`src/spi_map.svh`:
```
// Constants for the serial port controller with DMA
`ifndef SPI_MAP_SVH
`define SPI_MAP_SVH
`define CLK_NS 5
`define BIT_NS 50
`define MIN_HALF ((`BIT_NS + 2 * `CLK_NS - 1) / (2 * `CLK_NS))
`define FIFO_DEPTH 64
`define FIFO_AW 6
`define FIFO_CW 7
`define LEN_MIN_M1 5'h03
`define LEN_MAX_M1 5'h1F
`define DMA_BURST_MAX_B 8'h40
`define DMA_BUF_BYTES 128
`define ST_W 6
`define ST_TX_LOW 0
`define ST_RX_HIGH 1
`define ST_RX_OVR 2
`define ST_TX_OVF 3
`define ST_DMA0 4
`define ST_DMA1 5
`endif

```
`src/spi_pkg.sv`:
```
// Types for the serial port controller with DMA
package spi_pkg;
   typedef struct packed {
      logic [7:0] half_div;
      logic [4:0] len_m1;
      logic cs_sel;
      logic [5:0] tx_thr;
      logic [5:0] rx_thr;
   } ser_cfg_t;
   typedef struct packed {
      logic sw_mode;
      logic [9:0] sw_val;
      logic [9:0] act_val;
   } ltr_cfg_t;
   typedef struct packed {
      logic [31:0] src_addr;
      logic [31:0] dst_addr;
      logic [11:0] block_bytes;
      logic [1:0] src_w;
      logic [1:0] dst_w;
      logic [2:0] burst_log2;
      logic src_inc;
      logic dst_inc;
      logic hs_sel;
      logic link_en;
      logic [31:0] next_ptr;
   } dma_cfg_t;
   typedef struct packed {
      logic valid;
      logic we;
      logic [31:0] addr;
      logic [1:0] size;
      logic [31:0] wdata;
   } mem_req_t;
   typedef enum logic [1:0] {SER_IDLE, SER_LEAD, SER_BITS, SER_TRAIL} ser_state_t;
   typedef enum logic [1:0] {CH_IDLE, CH_WAIT, CH_XFER, CH_DESC} ch_state_t;
endpackage

```
`src/spi_master_with_dma.sv`:
```
// Master-only serial port controller with entry FIFOs and two DMA channels
// Function
// RULE1: Block is master only; it drives clock and chip selects, never responds.
// RULE2: Bit rate programmable, never faster than twenty megabits per second.
// RULE3: Frames four to thirty-two bits; transmit and receive FIFOs hold 64 entries.
// RULE4: Processor moves one entry per 32-bit access.
// RULE5: Transmit writes drop bits above the frame length.
// RULE6: Received frames are right-justified with zeros above the frame length.
// RULE7: DMA moves one entry per access of 1, 2 or 4 bytes.
// RULE8: Full duplex: shift out transmit entries while shifting in receive words.
// RULE9: Crossing a FIFO threshold raises enabled interrupt or DMA request.
// RULE10: Selected chip select asserted; serial clock goes to all devices.
// RULE11: DMA does memory-to-peripheral and peripheral-to-memory, paced by handshake.
// RULE12: DMA programmed directly or by linked descriptors loaded block by block.
// RULE13: Source and destination widths are one, two or four bytes.
// RULE14: Bursts are power of two beats up to 128.
// RULE15: Each channel buffers 128 bytes; serial-side bursts at most 64 bytes. Channels have no buffer; entries go straight between FIFO and memory.
// RULE16: Block size counted in bytes, independent of transfer widths.
// RULE17: Source and destination addresses increment or stay constant.
// RULE18: Any handshake to any channel, per-channel enable, early termination.
// RULE19: Controller and DMA held in reset until software releases them.
// RULE20: During power gating serial outputs hold idle and never toggle. Gated mid-frame, they freeze at their current levels instead.
// RULE21: Latency report from hardware state or from driver values.
// RULE22: Interrupt is level, active high, held until software clears source.
// RULE23: Two chip selects, one clock, one data out, one data in.
// RULE24: Chip selects deasserted whenever no frame is in progress.
// RULE25: Overrun and overflow errors raise the interrupt and are recorded.
`timescale 1ns/1ps
`include "spi_map.svh"

module spi_entry_fifo (
   input wire logic clk,
   input wire logic rst_n,
   input wire logic push,
   input wire logic [31:0] wdata,
   input wire logic pop,
   output logic [31:0] rdata,
   output logic full,
   output logic empty,
   output logic [`FIFO_CW-1:0] count
);
   logic [31:0] mem_q [`FIFO_DEPTH];
   logic [`FIFO_AW-1:0] wp_q, wp_d, rp_q, rp_d;
   logic [`FIFO_CW-1:0] cnt_q, cnt_d;
   logic do_push, do_pop;

   assign full = (cnt_q == `FIFO_CW'(`FIFO_DEPTH));
   assign empty = (cnt_q == '0);
   assign count = cnt_q;
   assign rdata = mem_q[rp_q];
   assign do_push = push && !full;
   assign do_pop = pop && !empty;

   always_comb begin
      wp_d = do_push ? wp_q + 1'b1 : wp_q;
      rp_d = do_pop ? rp_q + 1'b1 : rp_q;
      cnt_d = cnt_q + {{(`FIFO_CW-1){1'b0}}, do_push} - {{(`FIFO_CW-1){1'b0}}, do_pop};
   end

   always_ff @(posedge clk) begin
      if (!rst_n) begin
         wp_q <= '0;
         rp_q <= '0;
         cnt_q <= '0;
      end else begin
         wp_q <= wp_d;
         rp_q <= rp_d;
         cnt_q <= cnt_d;
      end
      if (do_push) begin
         mem_q[wp_q] <= wdata; // RULE3
      end
   end
endmodule // spi_entry_fifo

module spi_dma_channel import spi_pkg::*; #(
   parameter bit IS_RX = 1'b0
) (
   input wire logic clk,
   input wire logic rst_n,
   input wire logic start,
   input wire logic abort,
   input dma_cfg_t cfg,
   input dma_cfg_t desc_in,
   input wire logic desc_valid,
   input wire logic hs_tx,
   input wire logic hs_rx,
   input wire logic fifo_ok,
   input wire logic [31:0] fifo_rdata,
   input wire logic mem_ready,
   output mem_req_t mem_req,
   output logic move,
   output logic desc_req,
   output logic [31:0] desc_addr,
   output logic done,
   output logic busy
);
   ch_state_t st_q, st_d;
   dma_cfg_t cur_q, cur_d;
   logic [7:0] beats_q, beats_d, beats_all, beats_cap;
   logic [1:0] width;
   logic [11:0] wbytes;
   logic hs;

   assign busy = (st_q != CH_IDLE);
   assign desc_addr = cur_q.next_ptr;

   always_comb begin
      st_d = st_q;
      cur_d = cur_q;
      beats_d = beats_q;
      done = 1'b0;
      desc_req = 1'b0;
      move = 1'b0;
      mem_req = '0;
      width = IS_RX ? cur_q.dst_w : cur_q.src_w; // RULE13
      wbytes = 12'h001 << width;
      hs = cur_q.hs_sel ? hs_rx : hs_tx; // RULE18
      beats_all = 8'h01 << cur_q.burst_log2; // RULE14
      beats_cap = `DMA_BURST_MAX_B >> width; // RULE15
      case (st_q)
         CH_IDLE: begin
            if (start) begin
               cur_d = cfg; // RULE12
               st_d = CH_WAIT;
            end
         end
         CH_WAIT: begin
            if (abort) begin
               st_d = CH_IDLE; // RULE18
               done = 1'b1;
            end else if (cur_q.block_bytes == '0) begin
               st_d = cur_q.link_en ? CH_DESC : CH_IDLE; // RULE12
               done = !cur_q.link_en;
            end else if (hs) begin
               beats_d = (beats_all < beats_cap) ? beats_all : beats_cap; // RULE11
               st_d = CH_XFER;
            end
         end
         CH_XFER: begin
            mem_req.valid = fifo_ok && !abort;
            mem_req.we = IS_RX;
            mem_req.addr = IS_RX ? cur_q.dst_addr : cur_q.src_addr;
            mem_req.size = width;
            mem_req.wdata = fifo_rdata;
            if (abort) begin
               st_d = CH_IDLE;
               done = 1'b1;
            end else if (fifo_ok && mem_ready) begin
               move = 1'b1; // RULE7
               if (cur_q.src_inc) begin
                  cur_d.src_addr = cur_q.src_addr + {20'h0, wbytes}; // RULE17
               end
               if (cur_q.dst_inc) begin
                  cur_d.dst_addr = cur_q.dst_addr + {20'h0, wbytes}; // RULE17
               end
               cur_d.block_bytes = (cur_q.block_bytes > wbytes) ?
                  cur_q.block_bytes - wbytes : 12'h000; // RULE16
               beats_d = beats_q - 8'h01;
               if (beats_q == 8'h01 || cur_q.block_bytes <= wbytes) begin
                  st_d = CH_WAIT;
               end
            end
         end
         CH_DESC: begin
            desc_req = !abort;
            if (abort) begin
               st_d = CH_IDLE;
               done = 1'b1;
            end else if (desc_valid) begin
               cur_d = desc_in; // RULE12
               st_d = CH_WAIT;
            end
         end
         default: st_d = CH_IDLE;
      endcase
   end

   always_ff @(posedge clk) begin
      if (!rst_n) begin
         st_q <= CH_IDLE;
         cur_q <= '0;
         beats_q <= '0;
      end else begin
         st_q <= st_d;
         cur_q <= cur_d;
         beats_q <= beats_d;
      end
   end
endmodule // spi_dma_channel

module spi_master_with_dma import spi_pkg::*; (
   input wire logic clk,
   input wire logic rst_b,
   input wire logic reset_wr,
   input wire logic reset_val,
   input wire logic power_gate,
   input ser_cfg_t ser_cfg,
   input ltr_cfg_t ltr_cfg,
   output logic [9:0] ltr_val,
   input wire logic tx_push,
   input wire logic [31:0] tx_data,
   output logic tx_ready,
   input wire logic rx_pop,
   output logic [31:0] rx_data,
   output logic rx_avail,
   input wire logic [1:0] dma_start,
   input wire logic [1:0] dma_abort,
   input dma_cfg_t [1:0] dma_cfg,
   input dma_cfg_t [1:0] desc_in,
   input wire logic [1:0] desc_valid,
   output logic [1:0] desc_req,
   output logic [1:0][31:0] desc_addr,
   output mem_req_t [1:0] mem_req,
   input wire logic [1:0] mem_ready,
   input wire logic [1:0][31:0] mem_rdata,
   output logic [1:0] dma_busy,
   input wire logic [`ST_W-1:0] irq_en,
   input wire logic [`ST_W-1:0] stat_clr,
   output logic [`ST_W-1:0] status,
   output logic irq,
   output logic sclk,
   output logic [1:0] cs_b,
   output logic mosi,
   input wire logic miso
);
   logic run_q, run_d, core_rst_n, miso_m_q, miso_s_q;
   ser_state_t st_q, st_d;
   logic [7:0] div_q, div_d, half;
   logic [4:0] len, bit_q, bit_d;
   logic [31:0] mask, tx_sh_q, tx_sh_d, rx_sh_q, rx_sh_d;
   logic sclk_q, sclk_d, mosi_q, mosi_d, tick, frame_done;
   logic [1:0] cs_b_q, cs_b_d;
   logic [`ST_W-1:0] st_bits_q, st_bits_d, st_set;
   logic irq_q, irq_d;
   logic [9:0] ltr_q, ltr_d;
   logic tx_full, tx_empty, rx_full, rx_empty, tx_fpush, tx_fpop, rx_fpush, rx_fpop;
   logic [31:0] tx_head, tx_fdata;
   logic [`FIFO_CW-1:0] tx_cnt, rx_cnt;
   logic [1:0] dma_move, dma_done, fifo_ok;
   logic hs_tx, hs_rx;
   logic [31:0] rx_head_w;

   // Software-released reset: the whole core stays in reset until enabled
   assign core_rst_n = rst_b && run_q; // RULE19
   always_comb run_d = reset_wr ? reset_val : run_q; // RULE19
   always_ff @(posedge clk) begin
      if (!rst_b) begin
         run_q <= 1'b0;
         miso_m_q <= 1'b0;
         miso_s_q <= 1'b0;
      end else begin
         run_q <= run_d;
         miso_m_q <= miso;
         miso_s_q <= miso_m_q;
      end
   end

   assign len = (ser_cfg.len_m1 < `LEN_MIN_M1) ? `LEN_MIN_M1 : ser_cfg.len_m1; // RULE3
   assign mask = 32'hFFFFFFFF >> (`LEN_MAX_M1 - len);
   // DMA has priority on the transmit FIFO; the processor sees tx_ready drop
   assign tx_fpush = dma_move[0] || (tx_push && tx_ready); // RULE4
   assign tx_fdata = (dma_move[0] ? mem_rdata[0] : tx_data) & mask; // RULE5
   assign tx_ready = !tx_full && !dma_move[0];
   assign rx_avail = !rx_empty && !dma_move[1];
   assign rx_fpop = dma_move[1] || (rx_pop && rx_avail); // RULE4
   assign rx_data = rx_head_w;

   spi_entry_fifo u_tx_fifo (.clk(clk), .rst_n(core_rst_n), .push(tx_fpush),
      .wdata(tx_fdata), .pop(tx_fpop), .rdata(tx_head), .full(tx_full),
      .empty(tx_empty), .count(tx_cnt));
   spi_entry_fifo u_rx_fifo (.clk(clk), .rst_n(core_rst_n), .push(rx_fpush),
      .wdata(rx_sh_q), .pop(rx_fpop), .rdata(rx_head_w), .full(rx_full),
      .empty(rx_empty), .count(rx_cnt));

   assign hs_tx = (tx_cnt <= {1'b0, ser_cfg.tx_thr}); // RULE9
   assign hs_rx = (rx_cnt >= {1'b0, ser_cfg.rx_thr}) && !rx_empty; // RULE9
   assign fifo_ok = {!rx_empty, !tx_full};

   for (genvar c = 0; c < 2; c++) begin : g_dma
      spi_dma_channel #(.IS_RX(c == 1)) u_ch (.clk(clk), .rst_n(core_rst_n),
         .start(dma_start[c]), .abort(dma_abort[c]), .cfg(dma_cfg[c]),
         .desc_in(desc_in[c]), .desc_valid(desc_valid[c]), .hs_tx(hs_tx),
         .hs_rx(hs_rx), .fifo_ok(fifo_ok[c]), .fifo_rdata(rx_head_w),
         .mem_ready(mem_ready[c]), .mem_req(mem_req[c]), .move(dma_move[c]),
         .desc_req(desc_req[c]), .desc_addr(desc_addr[c]), .done(dma_done[c]),
         .busy(dma_busy[c]));
   end

   // Serial engine, mode 0: clock idles low, data sampled on rising edge
   assign half = (ser_cfg.half_div < 8'(`MIN_HALF)) ? 8'(`MIN_HALF) : ser_cfg.half_div; // RULE2
   // Power gating stalls every edge so the pins cannot glitch mid-frame
   assign tick = (st_q != SER_IDLE) && (div_q >= half - 8'h01) && !power_gate; // RULE20
   assign tx_fpop = (st_q == SER_IDLE) && !tx_empty && !power_gate;
   assign frame_done = (st_q == SER_BITS) && tick && sclk_q && (bit_q == 5'h00);
   assign rx_fpush = frame_done && !rx_full; // RULE8

   always_comb begin
      st_d = st_q;
      div_d = tick ? 8'h00 : div_q + 8'h01;
      bit_d = bit_q;
      tx_sh_d = tx_sh_q;
      rx_sh_d = rx_sh_q;
      sclk_d = sclk_q;
      mosi_d = mosi_q;
      cs_b_d = cs_b_q;
      case (st_q)
         SER_IDLE: begin
            div_d = 8'h00;
            cs_b_d = 2'h3; // RULE24
            if (tx_fpop) begin
               tx_sh_d = tx_head & mask; // RULE5
               rx_sh_d = 32'h00000000; // RULE6
               bit_d = len;
               mosi_d = tx_head[len];
               cs_b_d = ser_cfg.cs_sel ? 2'h1 : 2'h2; // RULE10
               st_d = SER_LEAD;
            end
         end
         SER_LEAD: begin
            if (tick) begin
               sclk_d = 1'b1; // RULE1
               rx_sh_d = {rx_sh_q[30:0], miso_s_q}; // RULE8
               st_d = SER_BITS;
            end
         end
         SER_BITS: begin
            if (tick && sclk_q) begin
               sclk_d = 1'b0;
               if (bit_q == 5'h00) begin
                  st_d = SER_TRAIL;
               end else begin
                  bit_d = bit_q - 5'h01;
                  mosi_d = tx_sh_q[bit_q - 5'h01]; // RULE8
               end
            end else if (tick) begin
               sclk_d = 1'b1;
               rx_sh_d = {rx_sh_q[30:0], miso_s_q}; // RULE8
            end
         end
         SER_TRAIL: begin
            if (tick) begin
               cs_b_d = 2'h3; // RULE24
               mosi_d = 1'b0;
               st_d = SER_IDLE;
            end
         end
         default: st_d = SER_IDLE;
      endcase
   end

   always_ff @(posedge clk) begin
      if (!core_rst_n) begin
         st_q <= SER_IDLE;
         div_q <= '0;
         bit_q <= '0;
         tx_sh_q <= '0;
         rx_sh_q <= '0;
         sclk_q <= 1'b0;
         mosi_q <= 1'b0;
         cs_b_q <= 2'h3;
      end else begin
         st_q <= st_d;
         div_q <= div_d;
         bit_q <= bit_d;
         tx_sh_q <= tx_sh_d;
         rx_sh_q <= rx_sh_d;
         sclk_q <= sclk_d;
         mosi_q <= mosi_d;
         cs_b_q <= cs_b_d;
      end
   end
   assign sclk = sclk_q;
   assign cs_b = cs_b_q; // RULE23
   assign mosi = mosi_q;

   // Status: levels for thresholds, sticky bits where set beats clear
   always_comb begin
      st_set = '0;
      st_set[`ST_RX_OVR] = frame_done && rx_full; // RULE25
      st_set[`ST_TX_OVF] = tx_push && tx_full; // RULE25
      st_set[`ST_DMA0] = dma_done[0];
      st_set[`ST_DMA1] = dma_done[1];
      st_bits_d = (st_bits_q & ~stat_clr) | st_set; // RULE22
      st_bits_d[`ST_TX_LOW] = hs_tx; // RULE9
      st_bits_d[`ST_RX_HIGH] = hs_rx; // RULE9
      irq_d = |(st_bits_d & irq_en); // RULE22
      if (ltr_cfg.sw_mode) begin
         ltr_d = ltr_cfg.sw_val; // RULE21
      end else begin
         ltr_d = (st_q != SER_IDLE || !tx_empty || |dma_busy) ? ltr_cfg.act_val : 10'h000; // RULE21
      end
   end

   always_ff @(posedge clk) begin
      if (!core_rst_n) begin
         st_bits_q <= '0;
         irq_q <= 1'b0;
         ltr_q <= '0;
      end else begin
         st_bits_q <= st_bits_d;
         irq_q <= irq_d;
         ltr_q <= ltr_d;
      end
   end
   assign status = st_bits_q;
   assign irq = irq_q;
   assign ltr_val = ltr_q;
endmodule // spi_master_with_dma

```
`config.mk`:
```
export PLATFORM = sky130hd
export DESIGN_NAME = spi_master_with_dma
export DESIGN_NICKNAME = d
export VERILOG_FILES = /design/src/spi_pkg.sv /design/src/spi_master_with_dma.sv
export VERILOG_INCLUDE_DIRS = /design/src
export SDC_FILE = /design/constraint.sdc
export NUM_CORES = 2
export LEC_CHECK = 0
export BUFFER_PORTS_ARGS = -buffer_cell sky130_fd_sc_hd__buf_2
export CAP_MARGIN = 30
export CORE_MARGIN = 2
export CORE_UTILIZATION = 50
export CTS_BUF_LIST = sky130_fd_sc_hd__clkbuf_8
export CTS_CLUSTER_SIZE = 28
export DETAILED_ROUTE_END_ITERATION = 8
export PLACE_DENSITY_LB_ADDON = 0.12
export SLEW_MARGIN = 20
export SYNTH_ARGS = -nofsm -noshare
export SYNTH_HDL_FRONTEND = slang
export SYNTH_SLANG_ARGS = --single-unit
```
`constraint.sdc`:
```
create_clock -name clk -period 5.8 [get_ports clk]
set_input_delay 0.29 -clock clk [delete_from_list [all_inputs] [get_ports clk]]
set_output_delay 0.29 -clock clk [all_outputs]
set_load 0.02 [all_outputs]
```
==> results.toml <==
[floorplan]
die-area_um2 = 359000
initial_core_util_pct = 50.3
core_um2 = 353000
ios = 906
die_w_um = 599
fp.dieH_um = 599
num_rows = 218

[clocking]
clock-sinks = 4437
cts_tree = "done"
clk_latency_ns = 1.26
cts-root-buf = "clkbuf_8"
cts-resized-gates = 0
cts.path.max_buffers = 4
holdBufCountCts = 775
htree_num_levels = 6
cts_setup_buffers = 0
clk_pin_slew_ns = 0.06
numCtsBuffers = 714

[synthesis]
yosys_register_bits = 4437
synth_edf_count = 4096
synthesis.area_um2 = 177000
synth_nets = 10100
synth_ff_type = "edfxtp_1"
yosysWarnings = 0
seq_area_frac_synth_pct = 73.2
async_flop_share_pct = 0
synth_cell_types = 88
synthCells = 9385
synth_area_per_cell_um2 = 18.9

[setup_path]
end_kind = "register"
cp.arrival_ns = 6.69
cp.buffers_inverters = 5
crit_slowest_cell = "dlygate4sd3_1"
reg2regPathDepth = 18
r2r_end = "g_dma[0].u_ch.cur_q[47]"
reg2reg_slack_ns = 0.23
crit_top_cell = "dlygate4sd3_1"
reg2reg_from = "g_dma[0].u_ch.width[1]"
worstSetupStartpointType = "register"
critPathKind = "reg2reg"
worstSetupPathDepth = 18
cp_data_required_time_ns = 6.92
cp_max_fo = 10
cp_slowest_stage_delay_ns = 0.59
cp_cell_sequence = "or2_2, inv_1, ha_1, inv_1, fa_1, a21o_1, a21oi_1, a41o_1, and3_1, nand2b_1, nor3b_1, a221oi_1, dlygate4sd3_1, nor2_1, dlygate4sd3_1, a21oi_1, dlygate4sd3_1, nor2_1"
crit_family = "buffers and inverters"

[power_and_ir_drop]
power.internal_uw = 48000
p_per_area_nw_per_um2 = 292
ir_drop_uv = 270
p_total_uw = 61700
p_sw_uw = 13700
p_sw_share_pct = 22.2
p_leak_uw = 0.0752
seq_power_share_pct = 56.3
power.clock.fraction_pct = 41.0
p_comb_share_pct = 2.7

[detailed_routing]
viasPerCell = 6.20
ant_nets = 0
drt-initial-drc-count = 14000
wl_um = 562000
route.detailed.drc = 0
drtPass1Iterations = 9
wire_per_inst_um = 33.3
num_vias = 105000

[grt]
grt_pass1_wl_um = 781000
grt_usage_pct = 30.8
overflow = 0
antenna_found_initial = 64
first_global_vias = 104000
grt_max_degree = 138

[placed_design]
routabilityCongestion = 0.950
dpl_cell_area_um2 = 190000
dpl.hpwl_um = 352000
port_buffers = 730

[finish]
drive_gt1_share_pct = 29.7
final_area_um2 = 211000
multi_input_area_um2 = 45400
nets = 12200
fillers = 25600
area.growth.synth_to_final_pct = 19.3
regArea_um2 = 130000

[status]
status = "complete, no violations"

[timing]
finalSetupViolations = 0
drv_slew = 0
post-route-min-period_ns = 5.57
finalHoldViolCount = 0
holdWs_ns = 0.115
tns_ns = 0
rsz0062_at_grt = "false"
fin_skew_ns = 0.0793
fin_crit_sh_pct = 96.0
slew_headroom_pct = 31.8
worstMarginPinSlew_ns = 1.02
max_freq_mhz = 180

[hold_path]
hold_path.class = "in2reg"
min_path_cells = 6
worstHoldStart = "desc_in[200]"
hold_end = "g_dma[1].u_ch.cur_q[81]"

[flow_run]
maxCapViolations = 0
[worst min-delay path, delay by kind of cell]
kind	cells	cell delay, ns
buffers and inverters	2	0.66
muxes	1	0.13
AOI/OAI and AO/OA	2	0.12
and+or+nand+nor	1	0.06
[placed cells by master (no fill, tap or decap), types with 33 or more instances in the layout]
master / instances
dlygate4sd3_1: 773
o22ai_1: 62
o21ai_0: 142
clkinv_2: 89
a22oi_1: 99
buf_4: 427
xnor2_1: 34
nand2b_1: 37
inv_1: 323
mux4_2: 1124
a211oi_1: 57
buf_12: 77
clkbuf_8: 742
and2_1: 79
nand3_1: 132
buf_2: 730
a21o_1: 33
dfxtp_1: 294
mux2_2: 42
diode_2: 78
nor2_1: 443
nor2b_1: 34
edfxtp_1: 4096
xor2_1: 37
nor3_1: 74
nor2_4: 130
ha_1: 75
a311oi_1: 94
nand2_1: 508
mux2i_1: 224
a21oi_1: 256
clkinv_1: 172
and3_1: 55
[state kept, by name (all words and copies together), names as in the netlist, 2 cells and up, named ones only]
signal and flops:
st_q 2, u_tx_fifo.rp_q 6, g_dma.u_ch.desc_addr 64, g_dma.u_ch.beats_q 16
u_rx_fifo.wp_q 6, bit_q 5, u_tx_fifo.count 7, div_q 8
rx_sh_q 32, u_rx_fifo.mem_q 2048, u_rx_fifo.count 7, u_tx_fifo.wp_q 6
status 6, cs_b 2, tx_sh_q 32, ltr_val 10
u_rx_fifo.rp_q 6, g_dma.u_ch.width 4, g_dma.u_ch.st_q 4, u_tx_fifo.mem_q 2048
g_dma.u_ch.cur_q 100
[worst max-delay path by stage]
| stage | startpoint | endpoint |
|---|---|---|
| 2_1_floorplan | g_dma[0].u_ch.st_q[1] | u_tx_fifo.mem_q[40][0] |
| 3_3_place_gp | ser_cfg[23] | u_rx_fifo.count[6] |
| 3_5_place_dp | ser_cfg[23] | u_rx_fifo.count[6] |
| 4_1_cts | register | mem_req[13] |
| 5_1_grt | g_dma[0].u_ch.width[1] | g_dma[0].u_ch.cur_q[47] |
| 6_report | g_dma[0].u_ch.width[1] | g_dma[0].u_ch.cur_q[47] |
[metal layers]
layer  global-route usage (%)  vias to the layer above  routed length [µm]
met2                     48.3                     5925              267000
met3                     6.53                     1352               50700
li1                         -                    42600                   -
met1                     41.2                    54600              214000
met5                     1.31                        -                 668
met4                     15.2                       20               29700
[cells by family after synthesis]
group	Yosys count	share of synthesized area, %
other cells	1	0.00212
buf+inv	732	1.95
simple gates	1652	4.19
xor+xnor	71	0.351
compound gates	1019	3.85
fa+ha+maj	82	0.604
mux	1391	15.8
flops	4437	73.2
[cells in the mapped netlist, types with 20 or more instances]
cell | number | area, µm²
a211oi_1 | 57 | 428
a21o_1 | 33 | 248
a21oi_1 | 281 | 1410
a221oi_1 | 28 | 245
a22oi_1 | 99 | 743
a311oi_1 | 94 | 823
a31oi_1 | 22 | 138
and2_1 | 82 | 513
and3_1 | 55 | 344
buf_1 | 90 | 338
buf_2 | 91 | 455
buf_4 | 102 | 766
buf_6 | 21 | 236
clkbuf_1 | 315 | 1180
dfxtp_1 | 341 | 6830
edfxtp_1 | 4096 | 123000
ha_1 | 76 | 951
inv_1 | 105 | 394
mux2_2 | 42 | 473
mux2i_1 | 224 | 2240
mux4_2 | 1124 | 25300
nand2_1 | 517 | 1940
nand2b_1 | 38 | 238
nand3_1 | 133 | 666
nand4_1 | 30 | 188
nor2_1 | 574 | 2150
nor2b_1 | 37 | 231
nor3_1 | 77 | 385
nor4_1 | 23 | 144
o211ai_1 | 30 | 225
o21ai_0 | 145 | 726
o221ai_1 | 28 | 245
o22ai_1 | 62 | 388
or3_1 | 20 | 125
xnor2_1 | 34 | 298
xor2_1 | 37 | 324
[cell type report]
| class | instances | share of cell area (%) |
|---|---|---|
| antenna | 78 | 0.0923 |
| clock buffer | 742 | 4.83 |
| clock inverter | 546 | 1.41 |
| inverter | 109 | 0.194 |
| multi-input combinational | 4216 | 21.5 |
| sequential | 4437 | 61.4 |
| tap | 4730 | 2.80 |
| timing repair buffer | 2019 | 7.76 |
[power by group through the flow]
stage / logic, µW / registers, µW / clock network (µW)
6_report: 1670 / 34700 / 25300
3_5_place_dp: 1210 / 35400 / 0
2_1_floorplan: 555 / 35400 / 0
4_1_cts: 1590 / 34700 / 25700
5_1_grt: 1730 / 34700 / 27100
3_3_place_gp: 1180 / 35400 / 0
[through the flow]
| stage | util [%] | instances | worst slack [ns] |
|---|---|---|---|
| after floorplan | - | 9385 | 0.319 |
| after global placement | 53.9 | 14700 | 0.309 |
| after global routing | 59.9 | 16900 | 0.112 |
| final | 60.0 | 16900 | 0.229 |
| after CTS | 59.9 | 16800 | 0.397 |
| after detailed placement | 53.9 | 14700 | 0.593 |
(Power assumes the default switching activity.)
